--- src/rtl/capture_pkg.sv ---
// Purpose: shared constants for the edge position capture block
// Assumes: object-dictionary style access, sub-index as register address
// Notes:   one clock, asynchronous active-low reset
package capture_pkg;
  localparam int unsigned ADDR_W = 8;
  localparam int unsigned DATA_W = 32;
  localparam int unsigned POS_W  = 32;

  localparam logic [7:0] ADDR_MODE   = 8'h01;
  localparam logic [7:0] ADDR_FLAGS  = 8'h02;
  localparam logic [7:0] ADDR_VIS    = 8'h03;
  localparam logic [7:0] ADDR_REARM  = 8'h04;
  localparam logic [7:0] ADDR_POS_UP = 8'h05;
  localparam logic [7:0] ADDR_POS_DN = 8'h06;

  localparam int unsigned BIT_FALL    = 0;
  localparam int unsigned BIT_RISE    = 1;
  localparam int unsigned BIT_SUMMARY = 15;

  localparam logic [15:0] MODE_CONTINUOUS = 16'h0000;
  localparam logic [15:0] MODE_AUTOLOCK   = 16'h0001;

  localparam logic [15:0] MODE_RESET  = 16'h0001;
  localparam logic [7:0]  VIS_RESET   = 8'h03;
  localparam logic [7:0]  FLAGS_RESET = 8'h00;
  localparam logic [1:0]  ARM_RESET   = 2'b11;
endpackage : capture_pkg

--- src/rtl/input_sync.sv ---
// Purpose: three-stage synchroniser for the probe pin with edge detect
// Assumes: pin is asynchronous to clk
// Notes:   a change counts once stages two and three agree
`timescale 1ns/1ps
module input_sync (
  input  wire logic clk,
  input  wire logic reset_n,
  input  wire logic pin,
  output logic      rise,
  output logic      fall
);
  logic s1_ff;
  logic s2_ff;
  logic s3_ff;
  logic level_ff;

  always_ff @(posedge clk or negedge reset_n) begin
    if (!reset_n) begin
      s1_ff <= 1'b0;
      s2_ff <= 1'b0;
      s3_ff <= 1'b0;
    end else begin
      s1_ff <= pin;
      s2_ff <= s1_ff;
      s3_ff <= s2_ff;
    end
  end

  // accepted level only moves when the two late stages agree
  always_ff @(posedge clk or negedge reset_n) begin
    if (!reset_n) begin
      level_ff <= 1'b0;
    end else if (s2_ff == s3_ff) begin
      level_ff <= s3_ff;
    end
  end

  assign rise = (s2_ff == s3_ff) && s3_ff && !level_ff;
  assign fall = (s2_ff == s3_ff) && !s3_ff && level_ff;
endmodule : input_sync

--- src/rtl/edge_latch.sv ---
// Purpose: one edge direction: arm state, event flag, latched position
// Assumes: edge pulse is one cycle, synchronous to clk
// Notes:   instantiated once for rising, once for falling
`timescale 1ns/1ps
module edge_latch
  import capture_pkg::*;
(
  input  wire logic             clk,
  input  wire logic             reset_n,
  input  wire logic             edge_hit,
  input  wire logic             autolock,
  input  wire logic             rearm,
  input  wire logic [POS_W-1:0] position,
  output logic                  flag,
  output logic [POS_W-1:0]      pos
);
  logic armed_ff;
  logic flag_ff;
  logic [POS_W-1:0] pos_ff;
  logic take;

  // continuous mode ignores the arm state entirely
  assign take = edge_hit && (armed_ff || !autolock);

  always_ff @(posedge clk or negedge reset_n) begin
    if (!reset_n) begin
      armed_ff <= ARM_RESET[0];
    end else if (take && autolock) begin
      armed_ff <= 1'b0;
    end else if (rearm) begin
      armed_ff <= 1'b1;
    end
  end

  // set beats clear so an edge during a clear is not lost
  always_ff @(posedge clk or negedge reset_n) begin
    if (!reset_n) begin
      flag_ff <= FLAGS_RESET[0];
    end else if (take) begin
      flag_ff <= 1'b1;
    end else if (rearm) begin
      flag_ff <= 1'b0;
    end
  end

  always_ff @(posedge clk or negedge reset_n) begin
    if (!reset_n) begin
      pos_ff <= '0;
    end else if (take) begin
      pos_ff <= position;
    end
  end

  assign flag = flag_ff;
  assign pos  = pos_ff;
endmodule : edge_latch

--- src/rtl/edge_position_capture.sv ---
// Purpose: latch actual position on probe edges, report via flags
// Assumes: simple synchronous register port addressed by sub-index
// Notes:   read data is registered, valid one cycle after rd_en
`timescale 1ns/1ps

// Functional notes
// - latch position on rising and falling edges
// - mode 0 continuous, mode 1 autolock
// - autolock ignores edges until re-enabled
// - rising and falling detection run independently
// - flags: bit0 falling, bit1 rising
// - status_summary output when visible flag set
// - mask bit0 falling, bit1 rising
// - control write clears flag, re-arms autolock
// - control bit0 falling, bit1 rising
// - positions held in unsigned 32-bit registers, copied bit for bit from signed actual_pos
module edge_position_capture
  import capture_pkg::*;
(
  input  wire logic                     clk,
  input  wire logic                     reset_n,
  input  wire logic                     probe_pin,
  input  wire logic signed [POS_W-1:0]  actual_pos,
  input  wire logic [ADDR_W-1:0]        addr,
  input  wire logic                     wr_en,
  input  wire logic [DATA_W-1:0]        wr_data,
  input  wire logic                     rd_en,
  output logic [DATA_W-1:0]             rd_data,
  output logic                          rd_valid,
  output logic                          rd_error,
  output logic                          status_summary
);
  import capture_pkg::*;

  ////////////////////////////////////////////////////////////////////////////
  logic [15:0]      mode_ff;
  logic [7:0]       vis_ff;
  logic [DATA_W-1:0] rd_data_ff;
  logic             rd_valid_ff;
  logic             rd_error_ff;
  logic             summary_ff;
  logic             rise_hit;
  logic             fall_hit;
  logic             autolock;
  logic             rearm_up;
  logic             rearm_dn;
  logic             flag_up;
  logic             flag_dn;
  logic [POS_W-1:0] pos_up;
  logic [POS_W-1:0] pos_dn;
  logic [7:0]       flags;

  function automatic logic hit(input logic [ADDR_W-1:0] a, input logic [7:0] reg_addr);
    hit = (a == reg_addr);
  endfunction : hit

  ////////////////////////////////////////////////////////////////////////////
  input_sync u_sync (
    .clk     (clk),
    .reset_n (reset_n),
    .pin     (probe_pin),
    .rise    (rise_hit),
    .fall    (fall_hit)
  );

  // only value 1 locks; other values behave as continuous
  assign autolock = (mode_ff == MODE_AUTOLOCK);

  // write-only control: pulses only, nothing stored
  assign rearm_dn = wr_en && hit(addr, ADDR_REARM) && wr_data[BIT_FALL];
  assign rearm_up = wr_en && hit(addr, ADDR_REARM) && wr_data[BIT_RISE];

  // two separate latches, so a bouncing pulse can fire both
  edge_latch u_up (
    .clk      (clk),
    .reset_n  (reset_n),
    .edge_hit (rise_hit),
    .autolock (autolock),
    .rearm    (rearm_up),
    .position (actual_pos),
    .flag     (flag_up),
    .pos      (pos_up)
  );

  edge_latch u_dn (
    .clk      (clk),
    .reset_n  (reset_n),
    .edge_hit (fall_hit),
    .autolock (autolock),
    .rearm    (rearm_dn),
    .position (actual_pos),
    .flag     (flag_dn),
    .pos      (pos_dn)
  );

  always_comb begin
    flags = 8'h00;
    flags[BIT_FALL] = flag_dn;
    flags[BIT_RISE] = flag_up;
  end

  ////////////////////////////////////////////////////////////////////////////
  always_ff @(posedge clk or negedge reset_n) begin
    if (!reset_n) begin
      mode_ff <= MODE_RESET;
    end else if (wr_en && hit(addr, ADDR_MODE)) begin
      mode_ff <= wr_data[15:0];
    end
  end

  always_ff @(posedge clk or negedge reset_n) begin
    if (!reset_n) begin
      vis_ff <= VIS_RESET;
    end else if (wr_en && hit(addr, ADDR_VIS)) begin
      vis_ff <= wr_data[7:0];
    end
  end

  // summary lags the flags by one cycle; software polls it anyway
  always_ff @(posedge clk or negedge reset_n) begin
    if (!reset_n) begin
      summary_ff <= 1'b0;
    end else begin
      summary_ff <= |(flags & vis_ff);
    end
  end

  ////////////////////////////////////////////////////////////////////////////
  always_ff @(posedge clk or negedge reset_n) begin
    if (!reset_n) begin
      rd_data_ff  <= '0;
      rd_valid_ff <= 1'b0;
      rd_error_ff <= 1'b0;
    end else begin
      rd_valid_ff <= rd_en;
      rd_error_ff <= 1'b0;
      rd_data_ff  <= '0;
      if (rd_en) begin
        case (addr)
          ADDR_MODE:   rd_data_ff <= {16'h0000, mode_ff};
          ADDR_FLAGS:  rd_data_ff <= {24'h00_0000, flags};
          ADDR_VIS:    rd_data_ff <= {24'h00_0000, vis_ff};
          ADDR_POS_UP: rd_data_ff <= pos_up;
          ADDR_POS_DN: rd_data_ff <= pos_dn;
          // control is write-only; unmapped also flags an error
          default:     rd_error_ff <= 1'b1;
        endcase
      end
    end
  end

  assign rd_data        = rd_data_ff;
  assign rd_valid       = rd_valid_ff;
  assign rd_error       = rd_error_ff;
  assign status_summary = summary_ff;
endmodule : edge_position_capture

--- config.mk ---
export PLATFORM = sky130hd
export DESIGN_NAME = edge_position_capture
export DESIGN_NICKNAME = d
export VERILOG_FILES = /design/src/rtl/capture_pkg.sv /design/src/rtl/input_sync.sv /design/src/rtl/edge_latch.sv /design/src/rtl/edge_position_capture.sv
export SDC_FILE = /design/constraint.sdc
export NUM_CORES = 1
export LEC_CHECK = 0
export BUFFER_PORTS_ARGS = -buffer_cell sky130_fd_sc_hd__buf_2
export CORE_UTILIZATION = 45
export DETAILED_ROUTE_END_ITERATION = 10
export MAX_ROUTING_LAYER = met4
export PLACE_DENSITY = 0.78
export SETUP_SLACK_MARGIN = 0.3
export SLEW_MARGIN = 10
export SYNTH_ARGS = -nofsm -noshare
export SYNTH_HDL_FRONTEND = slang
export SYNTH_HIERARCHICAL = 1
export SYNTH_SLANG_ARGS = --single-unit
--- constraint.sdc ---
create_clock -name clk -period 2.7 [get_ports clk]
set_clock_uncertainty 0.15 [all_clocks]
set_input_delay 0.27 -clock clk [delete_from_list [all_inputs] [get_ports clk]]
set_output_delay 0.27 -clock clk [all_outputs]
set_load 0.01 [all_outputs]
# Word level (Yosys, flattened, before mapping)
# Cells that the tools add are included.
classes:
  n_eq_ne: 8
  mux: 12
  bitwise_logic: 1
  reduce_logical: 24
ops:
  columns: ["cell", "n"]
  rows:
  - ["$pmux 32 s5", 1]
  - ["$mux 32", 1]
  - ["$eq 8x3->1 const B", 3]
  - ["$eq 16x1->1 const B", 1]
  - ["$eq 8x2->1 const B", 2]
  - ["$logic_and 1x1->1", 13]
  - ["$mux 1", 10]
  - ["$and 2x8->8", 1]
  - ["$eq 8x1->1 const B", 1]
  - ["$reduce_bool 2->1", 4]
  - ["$reduce_or 8->1", 1]
  - ["$reduce_or 5->1", 1]
  - ["$logic_not 1->1", 3]
  - ["$logic_or 1x1->1", 2]
  - ["$eq 1x1->1", 1]
totals:
  ff_bits: 131
  in_bits: 77
  out_inout_bits: 35
  elab_cells: 61

# Depth between registers and ports, before layout
# Gate-level depths: netlist (run 1).
depth:
  depth_word: 6
  ltp_mapped: 7
  ltp_nobuf: 5

# By module
# Netlist (run 1), hierarchy kept.
modules_own_cells:
  columns: ["mod", "instances", "cells_per_inst", "area_per_inst_um2"]
  rows:
  - ["edge_position_capture", 1, 232, 2721.4]
  - ["edge_latch", 2, 75, 1285.0]
  - ["input_sync", 1, 11, 160.2]

# Least setup slack after synthesis (run 1)
# No wires, ideal clock.
synth_timing:
  kind: "register to register"
  from: "register mode_ff[0]"
  to: "register u_dn.pos_ff[0] (netlist: u_dn/pos[0])"
  arrival_ps: 1740
  required_ps: 2425
  path_slack_ps: 685
  stages_incl_launch_ff: 7
  path_buffers: 1
  period_less_slack_ps: 2015
  path_cell_list: "dfstp_2 -> nor4b_1 -> and4_1 -> inv_1 -> o21ai_4 -> buf_6 -> mux2_2"
synth_via:
  elab_chain_cells: 4
synth_lines:
  columns: ["item", "line_no", "rtl"]
  rows:
  - ["start: declaration", "edge_position_capture.sv:36", "logic [15:0] mode_ff;"]
  - ["start signal: assignment", "edge_position_capture.sv:107", "mode_ff <= wr_data[15:0];"]
  - ["$eq 16x1->1", "edge_position_capture.sv:67", "assign autolock = (mode_ff == MODE_AUTOLOCK);"]
  - ["net autolock", "edge_position_capture.sv:44", "logic autolock;"]
  - ["$logic_not 1->1", "edge_latch.sv:23", "assign take = edge_hit && (armed_ff || !autolock);"]
  - ["$logic_or 1x1->1", "edge_latch.sv:23", null]
  - ["$logic_and 1x1->1", "edge_latch.sv:23", null]
  - ["end signal: assignment", "edge_latch.sv:50", "pos_ff <= position;"]
  - ["end: declaration", "edge_latch.sv:19", "logic [POS_W-1:0] pos_ff;"]
# The timed path passes the listed nets, and every way through them passes these cells.
# A chain may end at the register's enable or synchronous reset.

# Worst setup path in the final report (run 1)
layout_timing:
  from: "register mode_ff[15]"
  to: "register u_dn.pos_ff[5] (netlist: u_dn/pos[5])"
# The elaborated chain is that of the path after synthesis.

==> results of run 1 <==
-- power groups by stage --
stage / clock (mW) / sequential [mW] / combinational [mW]
floorplan: 0 / 2.40 / 0.389
global placement: 0 / 2.43 / 0.529
detailed placement: 0 / 2.45 / 0.558
CTS: 2.30 / 2.42 / 0.621
global route: 2.40 / 2.46 / 0.677
finish: 2.27 / 2.43 / 0.617
-- per-stage QoR --
| step | area, sq um | setup slack (ns) | util, % | instances | total power [mW] |
|---|---|---|---|---|---|
| 2_1_floorplan | 5451 | 0.6851 | - | 393 | 2.789 |
| 3_3_place_gp | 6062 | 0.3750 | 52.20 | 620 | 2.956 |
| 3_5_place_dp | 6062 | 0.3018 | 52.20 | 620 | 3.012 |
| 4_1_cts | 7172 | 0.3594 | 61.75 | 703 | 5.348 |
| 5_1_grt | 7184 | 0.3212 | 61.86 | 703 | 5.535 |
| 6_report | 7184 | 0.4081 | 61.86 | 703 | 5.312 |
-- what timing repair did --
action                     CTS  global route
resized for setup            1             2
setup endpoints to repair    2            32
hold endpoints to repair   142             0
hold buffers                51             0
-- cell usage in the layout, fill, tap and decap left out, types with 2 or more instances in the layout --
cell type                       synthesis  final
sky130_fd_sc_hd__and3b_1               22     22
sky130_fd_sc_hd__mux2_2                81     81
sky130_fd_sc_hd__a31oi_1                4      4
sky130_fd_sc_hd__inv_1                  9      9
sky130_fd_sc_hd__nor4b_1                2      2
sky130_fd_sc_hd__clkinv_2               0      4
sky130_fd_sc_hd__buf_12                 0      2
sky130_fd_sc_hd__nor4_1                 4      2
sky130_fd_sc_hd__nor4_2                 0      2
sky130_fd_sc_hd__bufinv_16              0      2
sky130_fd_sc_hd__a2111oi_0              8      8
sky130_fd_sc_hd__o21ai_4                2      2
sky130_fd_sc_hd__nand2_1               10     10
sky130_fd_sc_hd__nor2_1                21     21
sky130_fd_sc_hd__mux2_1                 8      8
sky130_fd_sc_hd__a21oi_1                6      6
sky130_fd_sc_hd__buf_2                  3     94
sky130_fd_sc_hd__clkbuf_8               0      3
sky130_fd_sc_hd__nand3_1                2      2
sky130_fd_sc_hd__dfstp_2                5      5
sky130_fd_sc_hd__a22oi_1               29     29
sky130_fd_sc_hd__o21ai_0               13     13
sky130_fd_sc_hd__buf_4                  0     11
sky130_fd_sc_hd__clkbuf_16              0     17
sky130_fd_sc_hd__clkinvlp_4             0      3
sky130_fd_sc_hd__dlygate4sd3_1          0     51
sky130_fd_sc_hd__dfrtp_1              126    126
sky130_fd_sc_hd__nor2b_1                2      2
sky130_fd_sc_hd__ha_1                   2      2
sky130_fd_sc_hd__inv_6                  0      2
-- cell families after synthesis --
| family | synth area share (%) |
|---|---|
| simple gates | 8.515 |
| mux | 18.66 |
| compound gates | 8.400 |
| fa+ha+maj | 0.4590 |
| buf+inv | 3.718 |
| flops | 60.25 |
-- registers in the layout, indices dropped and copies added, names as in the netlist --
| signal | cells |
|---|---|
| u_dn/flag | 1 |
| rd_error | 1 |
| u_up/armed_ff | 1 |
| status_summary | 1 |
| u_dn/pos | 32 |
| rd_valid | 1 |
| u_up/pos | 32 |
| u_up/flag | 1 |
| u_sync/level_ff | 1 |
| u_sync/s3_ff | 1 |
| vis_ff | 8 |
| u_dn/armed_ff | 1 |
| rd_data | 32 |
| mode_ff | 16 |
| u_sync/s1_ff | 1 |
| u_sync/s2_ff | 1 |
-- path summary, 6_finish.rpt --
path	start	to	depth (start not counted)
min	addr[6]	rd_data[15]	3
max	mode_ff[15]	u_dn/pos[5]	6
min reg2reg	u_sync/s1_ff	u_sync/s2_ff	0
max in group asynchronous	reset_n	u_up/pos[10]	3
min in group asynchronous	reset_n	rd_data[19]	2
max reg2reg	mode_ff[15]	u_dn/pos[5]	6
-- layout make-up --
cell class | count | share of cell area [%]
clock buffer | 20 | 6.496
clock inverter | 12 | 1.794
inverter | 9 | 0.4702
multi-input combinational | 229 | 27.52
sequential | 131 | 45.72
tap | 143 | 2.490
timing repair buffer | 159 | 15.52
-- synth_stat cells --
library cell	instances	area, sq um
sky130_fd_sc_hd__and4_1	1	8.760
sky130_fd_sc_hd__and2_1	1	6.260
sky130_fd_sc_hd__a22o_1	1	8.760
sky130_fd_sc_hd__nor3b_2	1	12.51
sky130_fd_sc_hd__nor2b_1	2	12.51
sky130_fd_sc_hd__nor4b_2	1	15.01
sky130_fd_sc_hd__dfstp_2	5	131.4
sky130_fd_sc_hd__buf_1	1	3.750
sky130_fd_sc_hd__dfrtp_1	126	3153
sky130_fd_sc_hd__nor2_1	21	78.83
sky130_fd_sc_hd__ha_1	2	25.02
sky130_fd_sc_hd__and3b_1	22	192.7
sky130_fd_sc_hd__or4_4	1	11.26
sky130_fd_sc_hd__or3_1	1	6.260
sky130_fd_sc_hd__o31a_1	1	8.760
sky130_fd_sc_hd__clkbuf_1	10	37.54
sky130_fd_sc_hd__nand2_1	10	37.54
sky130_fd_sc_hd__mux2_1	8	90.09
sky130_fd_sc_hd__mux2_2	81	912.1
sky130_fd_sc_hd__o21ai_4	2	32.53
sky130_fd_sc_hd__buf_6	10	112.6
sky130_fd_sc_hd__and2_0	1	6.260
sky130_fd_sc_hd__nor4_1	4	25.02
sky130_fd_sc_hd__nand3_1	2	10.01
sky130_fd_sc_hd__nor4b_1	2	17.52
sky130_fd_sc_hd__nand3b_1	1	7.510
sky130_fd_sc_hd__a2111oi_0	8	70.07
sky130_fd_sc_hd__mux2_4	1	15.01
sky130_fd_sc_hd__a21oi_1	6	30.03
sky130_fd_sc_hd__nand4_1	1	6.260
sky130_fd_sc_hd__a22oi_1	29	217.7
sky130_fd_sc_hd__inv_1	9	33.78
sky130_fd_sc_hd__a31oi_1	4	25.02
sky130_fd_sc_hd__o21ai_0	13	65.06
sky130_fd_sc_hd__buf_2	3	15.01
sky130_fd_sc_hd__nand3_2	1	10.01
-- critical path, stage by stage (launching register included) --
cell	delay, ns
sky130_fd_sc_hd__dfrtp_1	0.40
sky130_fd_sc_hd__nor4_2	0.37
sky130_fd_sc_hd__and4_1	0.34
sky130_fd_sc_hd__inv_1	0.10
sky130_fd_sc_hd__o21ai_4	0.16
sky130_fd_sc_hd__buf_6	0.25
sky130_fd_sc_hd__mux2_2	0.38
-- routing by layer --
metal / wire length (um) / share of wire, % / global-route usage, % / up-vias
li1: - / - / - / 1740
met1: 5039 / 41 / 25.40 / 1952
met2: 6472 / 52 / 36.85 / 124
met3: 682 / 5.5 / 5.886 / 14
met4: 152 / 1.2 / 8.800 / 0
met5: 0 / 0 / - / -
==> flow_summary.ini, run 1 <==
[run_status]
status = finished with violations
failing_checks = design-rule violations

[sta]
clock.fmax_ghz = 0.4363
max_slew_margin_pct = 49.41
timing_hold_violations_final = 0
maxSlewViolCount = 0
tightest_slew_ns = 0.7588
post-route-min-period_ns = 2.292
final.period_utilization_pct = 84.89
report.final.setup_viol = 0
rsz_0062_raised_after_global_routing = no
worst_hold_slack_ns = 0.1026
tns_ns = 0

[layout]
antenna_cells = 0
total_area_of_multi_input_combinational_cells_sq_um = 1977
fill_cells = 887
ff_latch_area_sq_um = 3284
final_stage_net_count = 626
synthToLayoutAreaGrowth_pct = 31.79
layout-drive-gt1-share_pct = 41.96

[clock_tree]
cell_at_the_root_of_the_clock_tree = sky130_fd_sc_hd__clkbuf_16
ctsHtreeMaxLevel = 4
cts-root-to-sink-buffers = 2
clock_sink_count = 131
clk_lat_worst_skew_ns = 0.41
cts_tree = done
numCtsBuffers = 17
cts_setup_buffers = 0
worst_setup_hold_path_clk_slew_ns = 0.06

[floorplan]
fp.dieH_um = 112.1
num_io_pins = 112
initial_utilization_pct = 46.94
die_x_um = 112.1
design.core.area_sq_um = 11610
die_area_sq_um = 12560
num_rows = 39

[pwr]
sequentialPowerShare_pct = 45.7
largest_voltage_drop_on_the_vdd_net_v = 0.0006338
power.leakage_nw = 3.399
clock_power_share_pct = 42.7
pwr_density_cell_nw_per_um2 = 739.4
p_switching_mw = 1.244
power_report.internal_total_mw = 4.068
comb_power_share_pct = 11.6
power.share.switching_pct = 23.42

[setup_path]
worst-endpoint-required_ns = 2.84
cp-end-kind = flip-flop
reg2reg_slack_ns = 0.41
worst_setup_path_start_kind = flip-flop
worstSetupPathType = flip-flop to flip-flop
cp.arrival_ns = 2.43
cp_max_fo = 20

[route]
detailedRoute.firstPassIterationCount = 8
drc_errors = 6
wirelength_mm = 12.35
average_wire_length_per_cell_after_detail_routing_um = 17.56
antenna_violating_nets_post_route = 0
vias = 3830
detailedRoute.firstIterationViolations = 220
avgViaCountPerCell = 5.448

[global_routing]
antenna_violations_before_repair = 0
vias_in_the_first_global_route = 4019
grt_max_degree = 60
global_route_wire_length_before_repair_mm = 20.35
grt.total_usage_pct = 22.07
grt_overflow = 0

[synth]
synth_area_sq_um = 5451
yosysSeqAreaShare_pct = 60.25
yosysWarnings = 6
post_synth_num_cell_types = 36
net_count_of_the_mapped_netlist = 472
mean_post_synth_cell_area_sq_um = 13.87
postSynthRegisterBits = 131
syn-instance-count = 393

[hold_path]
worstHoldPathType = primary input to flip-flop

[place]
detailedPlacementHpwl_mm = 7.812
buffer_ports.inserted = 95
routability_driven_placement_congestion_ratio = 0.7911

[run]
drv.max_cap_violation_count = 0
No activity file was read; power rests on OpenSTA's default activity.
==> run 2, diff against run 1 <==
==> constraint.sdc (replaced) <==
create_clock -name clk -period 2.2 [get_ports clk]
set_clock_uncertainty 0.15 [all_clocks]
set_input_delay 0.22 -clock clk [delete_from_list [all_inputs] [get_ports clk]]
set_output_delay 0.22 -clock clk [all_outputs]
set_load 0.01 [all_outputs]
==> flow_summary.ini, run 2 (synthesized netlist as in run 1, its figures left out) <==
[sta]
clock.fmax_ghz = 0.4569
timing_hold_violations_final = 0
max_slew_margin_pct = 62.88
postLayoutSetupSlackWorst_ns = 0.01134
worst_hold_slack_ns = 0.05954
post-route-min-period_ns = 2.189
report.final.setup_viol = 0
maxSlewViolCount = 0
tightest_slew_ns = 0.5428
rsz_0062_raised_after_global_routing = yes
final.period_utilization_pct = 99.48

[setup_path]
cp-end-kind = flip-flop
worstSetupPathType = flip-flop to flip-flop
cp.arrival_ns = 2.33
cp_max_fo = 21
worst_setup_path_start_kind = flip-flop
worst-endpoint-required_ns = 2.35

[route]
drc_errors = 5
detailedRoute.firstPassIterationCount = 7
average_wire_length_per_cell_after_detail_routing_um = 17.66
antenna_violating_nets_post_route = 0
avgViaCountPerCell = 5.385
wirelength_mm = 12.63
vias = 3850
detailedRoute.firstIterationViolations = 260

[layout]
commonest_non_fill_non_tap_cell_in_the_layout = sky130_fd_sc_hd__dfrtp_1
postLayoutCellArea_sq_um = 7313
final_stage_net_count = 638
layout-drive-gt1-share_pct = 43.61
fill_cells = 877
synthToLayoutAreaGrowth_pct = 34.15
most_frequent_cells_in_the_layout = sky130_fd_sc_hd__dfrtp_1, sky130_fd_sc_hd__buf_2, sky130_fd_sc_hd__mux2_2, sky130_fd_sc_hd__dlygate4sd3_1, sky130_fd_sc_hd__a22oi_1
final_core_utilization_pct = 62.97

[hold_path]
worstHoldPathType = primary input to flip-flop

[global_routing]
grt_max_degree = 62
global_route_wire_length_before_repair_mm = 20.76
grt_overflow = 0
antenna_violations_before_repair = 1
grt.total_usage_pct = 22.54
vias_in_the_first_global_route = 4228

[floorplan]
die_x_um = 112.1
num_rows = 39
fp.dieH_um = 112.1
die_area_sq_um = 12560
num_io_pins = 112
design.core.area_sq_um = 11610
initial_utilization_pct = 46.94

[run_status]
status = finished with violations
failing_checks = design-rule violations

[place]
pre_cts_slack_ns = -0.01295
buffer_ports.inserted = 95
routability_driven_placement_congestion_ratio = 0.8079
placedInstanceArea_sq_um = 6161
detailedPlacementHpwl_mm = 8.158

[run]
drv.max_cap_violation_count = 0

[clock_tree]
clk_lat_worst_skew_ns = 0.42
cts-root-to-sink-buffers = 2
numCtsBuffers = 17
worst_setup_hold_path_clk_slew_ns = 0.06
ctsHtreeMaxLevel = 4
cell_at_the_root_of_the_clock_tree = sky130_fd_sc_hd__clkbuf_16
clock_sink_count = 131
cts_tree = done

[pwr]
power.leakage_nw = 3.468
pwr_density_cell_nw_per_um2 = 906.6
largest_voltage_drop_on_the_vdd_net_v = 0.0005405
run 2: cell count changes in the layout (fill, tap and decap cells not counted), moves of 2 or more:
cell	change
sky130_fd_sc_hd__inv_2	+2
sky130_fd_sc_hd__inv_1	-2
sky130_fd_sc_hd__buf_4	+10
sky130_fd_sc_hd__inv_6	-2
run 2: final cells by class:
cell class	instances	area (sq um)	area share, %
Multi-Input combinational cell	229	1986	27.15
Sequential cell	131	3284	44.91
Tap cell	143	178.9	2.447
Clock inverter	9	127.6	1.745
Clock buffer	22	484.2	6.621
Timing Repair Buffer	171	1216	16.63
Antenna cell	1	2.502	0.03422
Inverter	9	33.78	0.4619
run 2: final timing paths:
kind	slack, ns	endpoint	startpoint	cells after the start
min reg2reg	0.22	u_sync/s2_ff	u_sync/s1_ff	0
min in group asynchronous	0.08	mode_ff[14]	reset_n	2
max in group asynchronous	1.16	rd_data[27]	reset_n	3
max reg2reg	0.01	u_up/pos[14]	mode_ff[15]	7
max	0.01	u_up/pos[14]	mode_ff[15]	7
min	0.06	rd_data[8]	addr[6]	3
run 2: repair_timing:
| action | CTS | global route |
|---|---|---|
| setup buffers | 0 | 0 |
| gates resized for setup | 2 | 4 |
| endpoints found under the setup margin | 66 | 66 |
| hold buffers | 51 | 0 |
| endpoints found under the hold margin | 218 | 0 |
run 2: routing by layer:
metal	share of wire (%)	wire (um)	vias to the layer above	track usage, %
met4	2.1	269	0	11.38
met3	4.2	531	28	5.238
met5	0	0	-	-
met2	52	6584	109	37.27
li1	-	-	1760	-
met1	42	5244	1953	25.81
run 2: critical path, cell delays in order (launching register included):
cell	delay [ns]
sky130_fd_sc_hd__dfrtp_1	0.40
sky130_fd_sc_hd__nor4_2	0.31
sky130_fd_sc_hd__buf_4	0.16
sky130_fd_sc_hd__and4_4	0.24
sky130_fd_sc_hd__inv_2	0.05
sky130_fd_sc_hd__o21ai_4	0.18
sky130_fd_sc_hd__buf_12	0.22
sky130_fd_sc_hd__mux2_2	0.36
run 2: power by group:
part / switching, mW / internal [mW] / total, mW
Sequential: 0.195 / 2.78 / 2.98
Clock: 0.986 / 1.89 / 2.87
Combinational: 0.312 / 0.470 / 0.782
Total: 1.49 / 5.14 / 6.63
run 2: through the flow:
stage                     TNS, ns  power, mW  instances
after floorplan                 0      3.425        393
after global placement     -1.191      3.642        632
after detailed placement  -0.1201      3.715        632
after CTS                       0      6.677        714
after global routing      -0.8832      6.908        715
final                           0      6.630        715
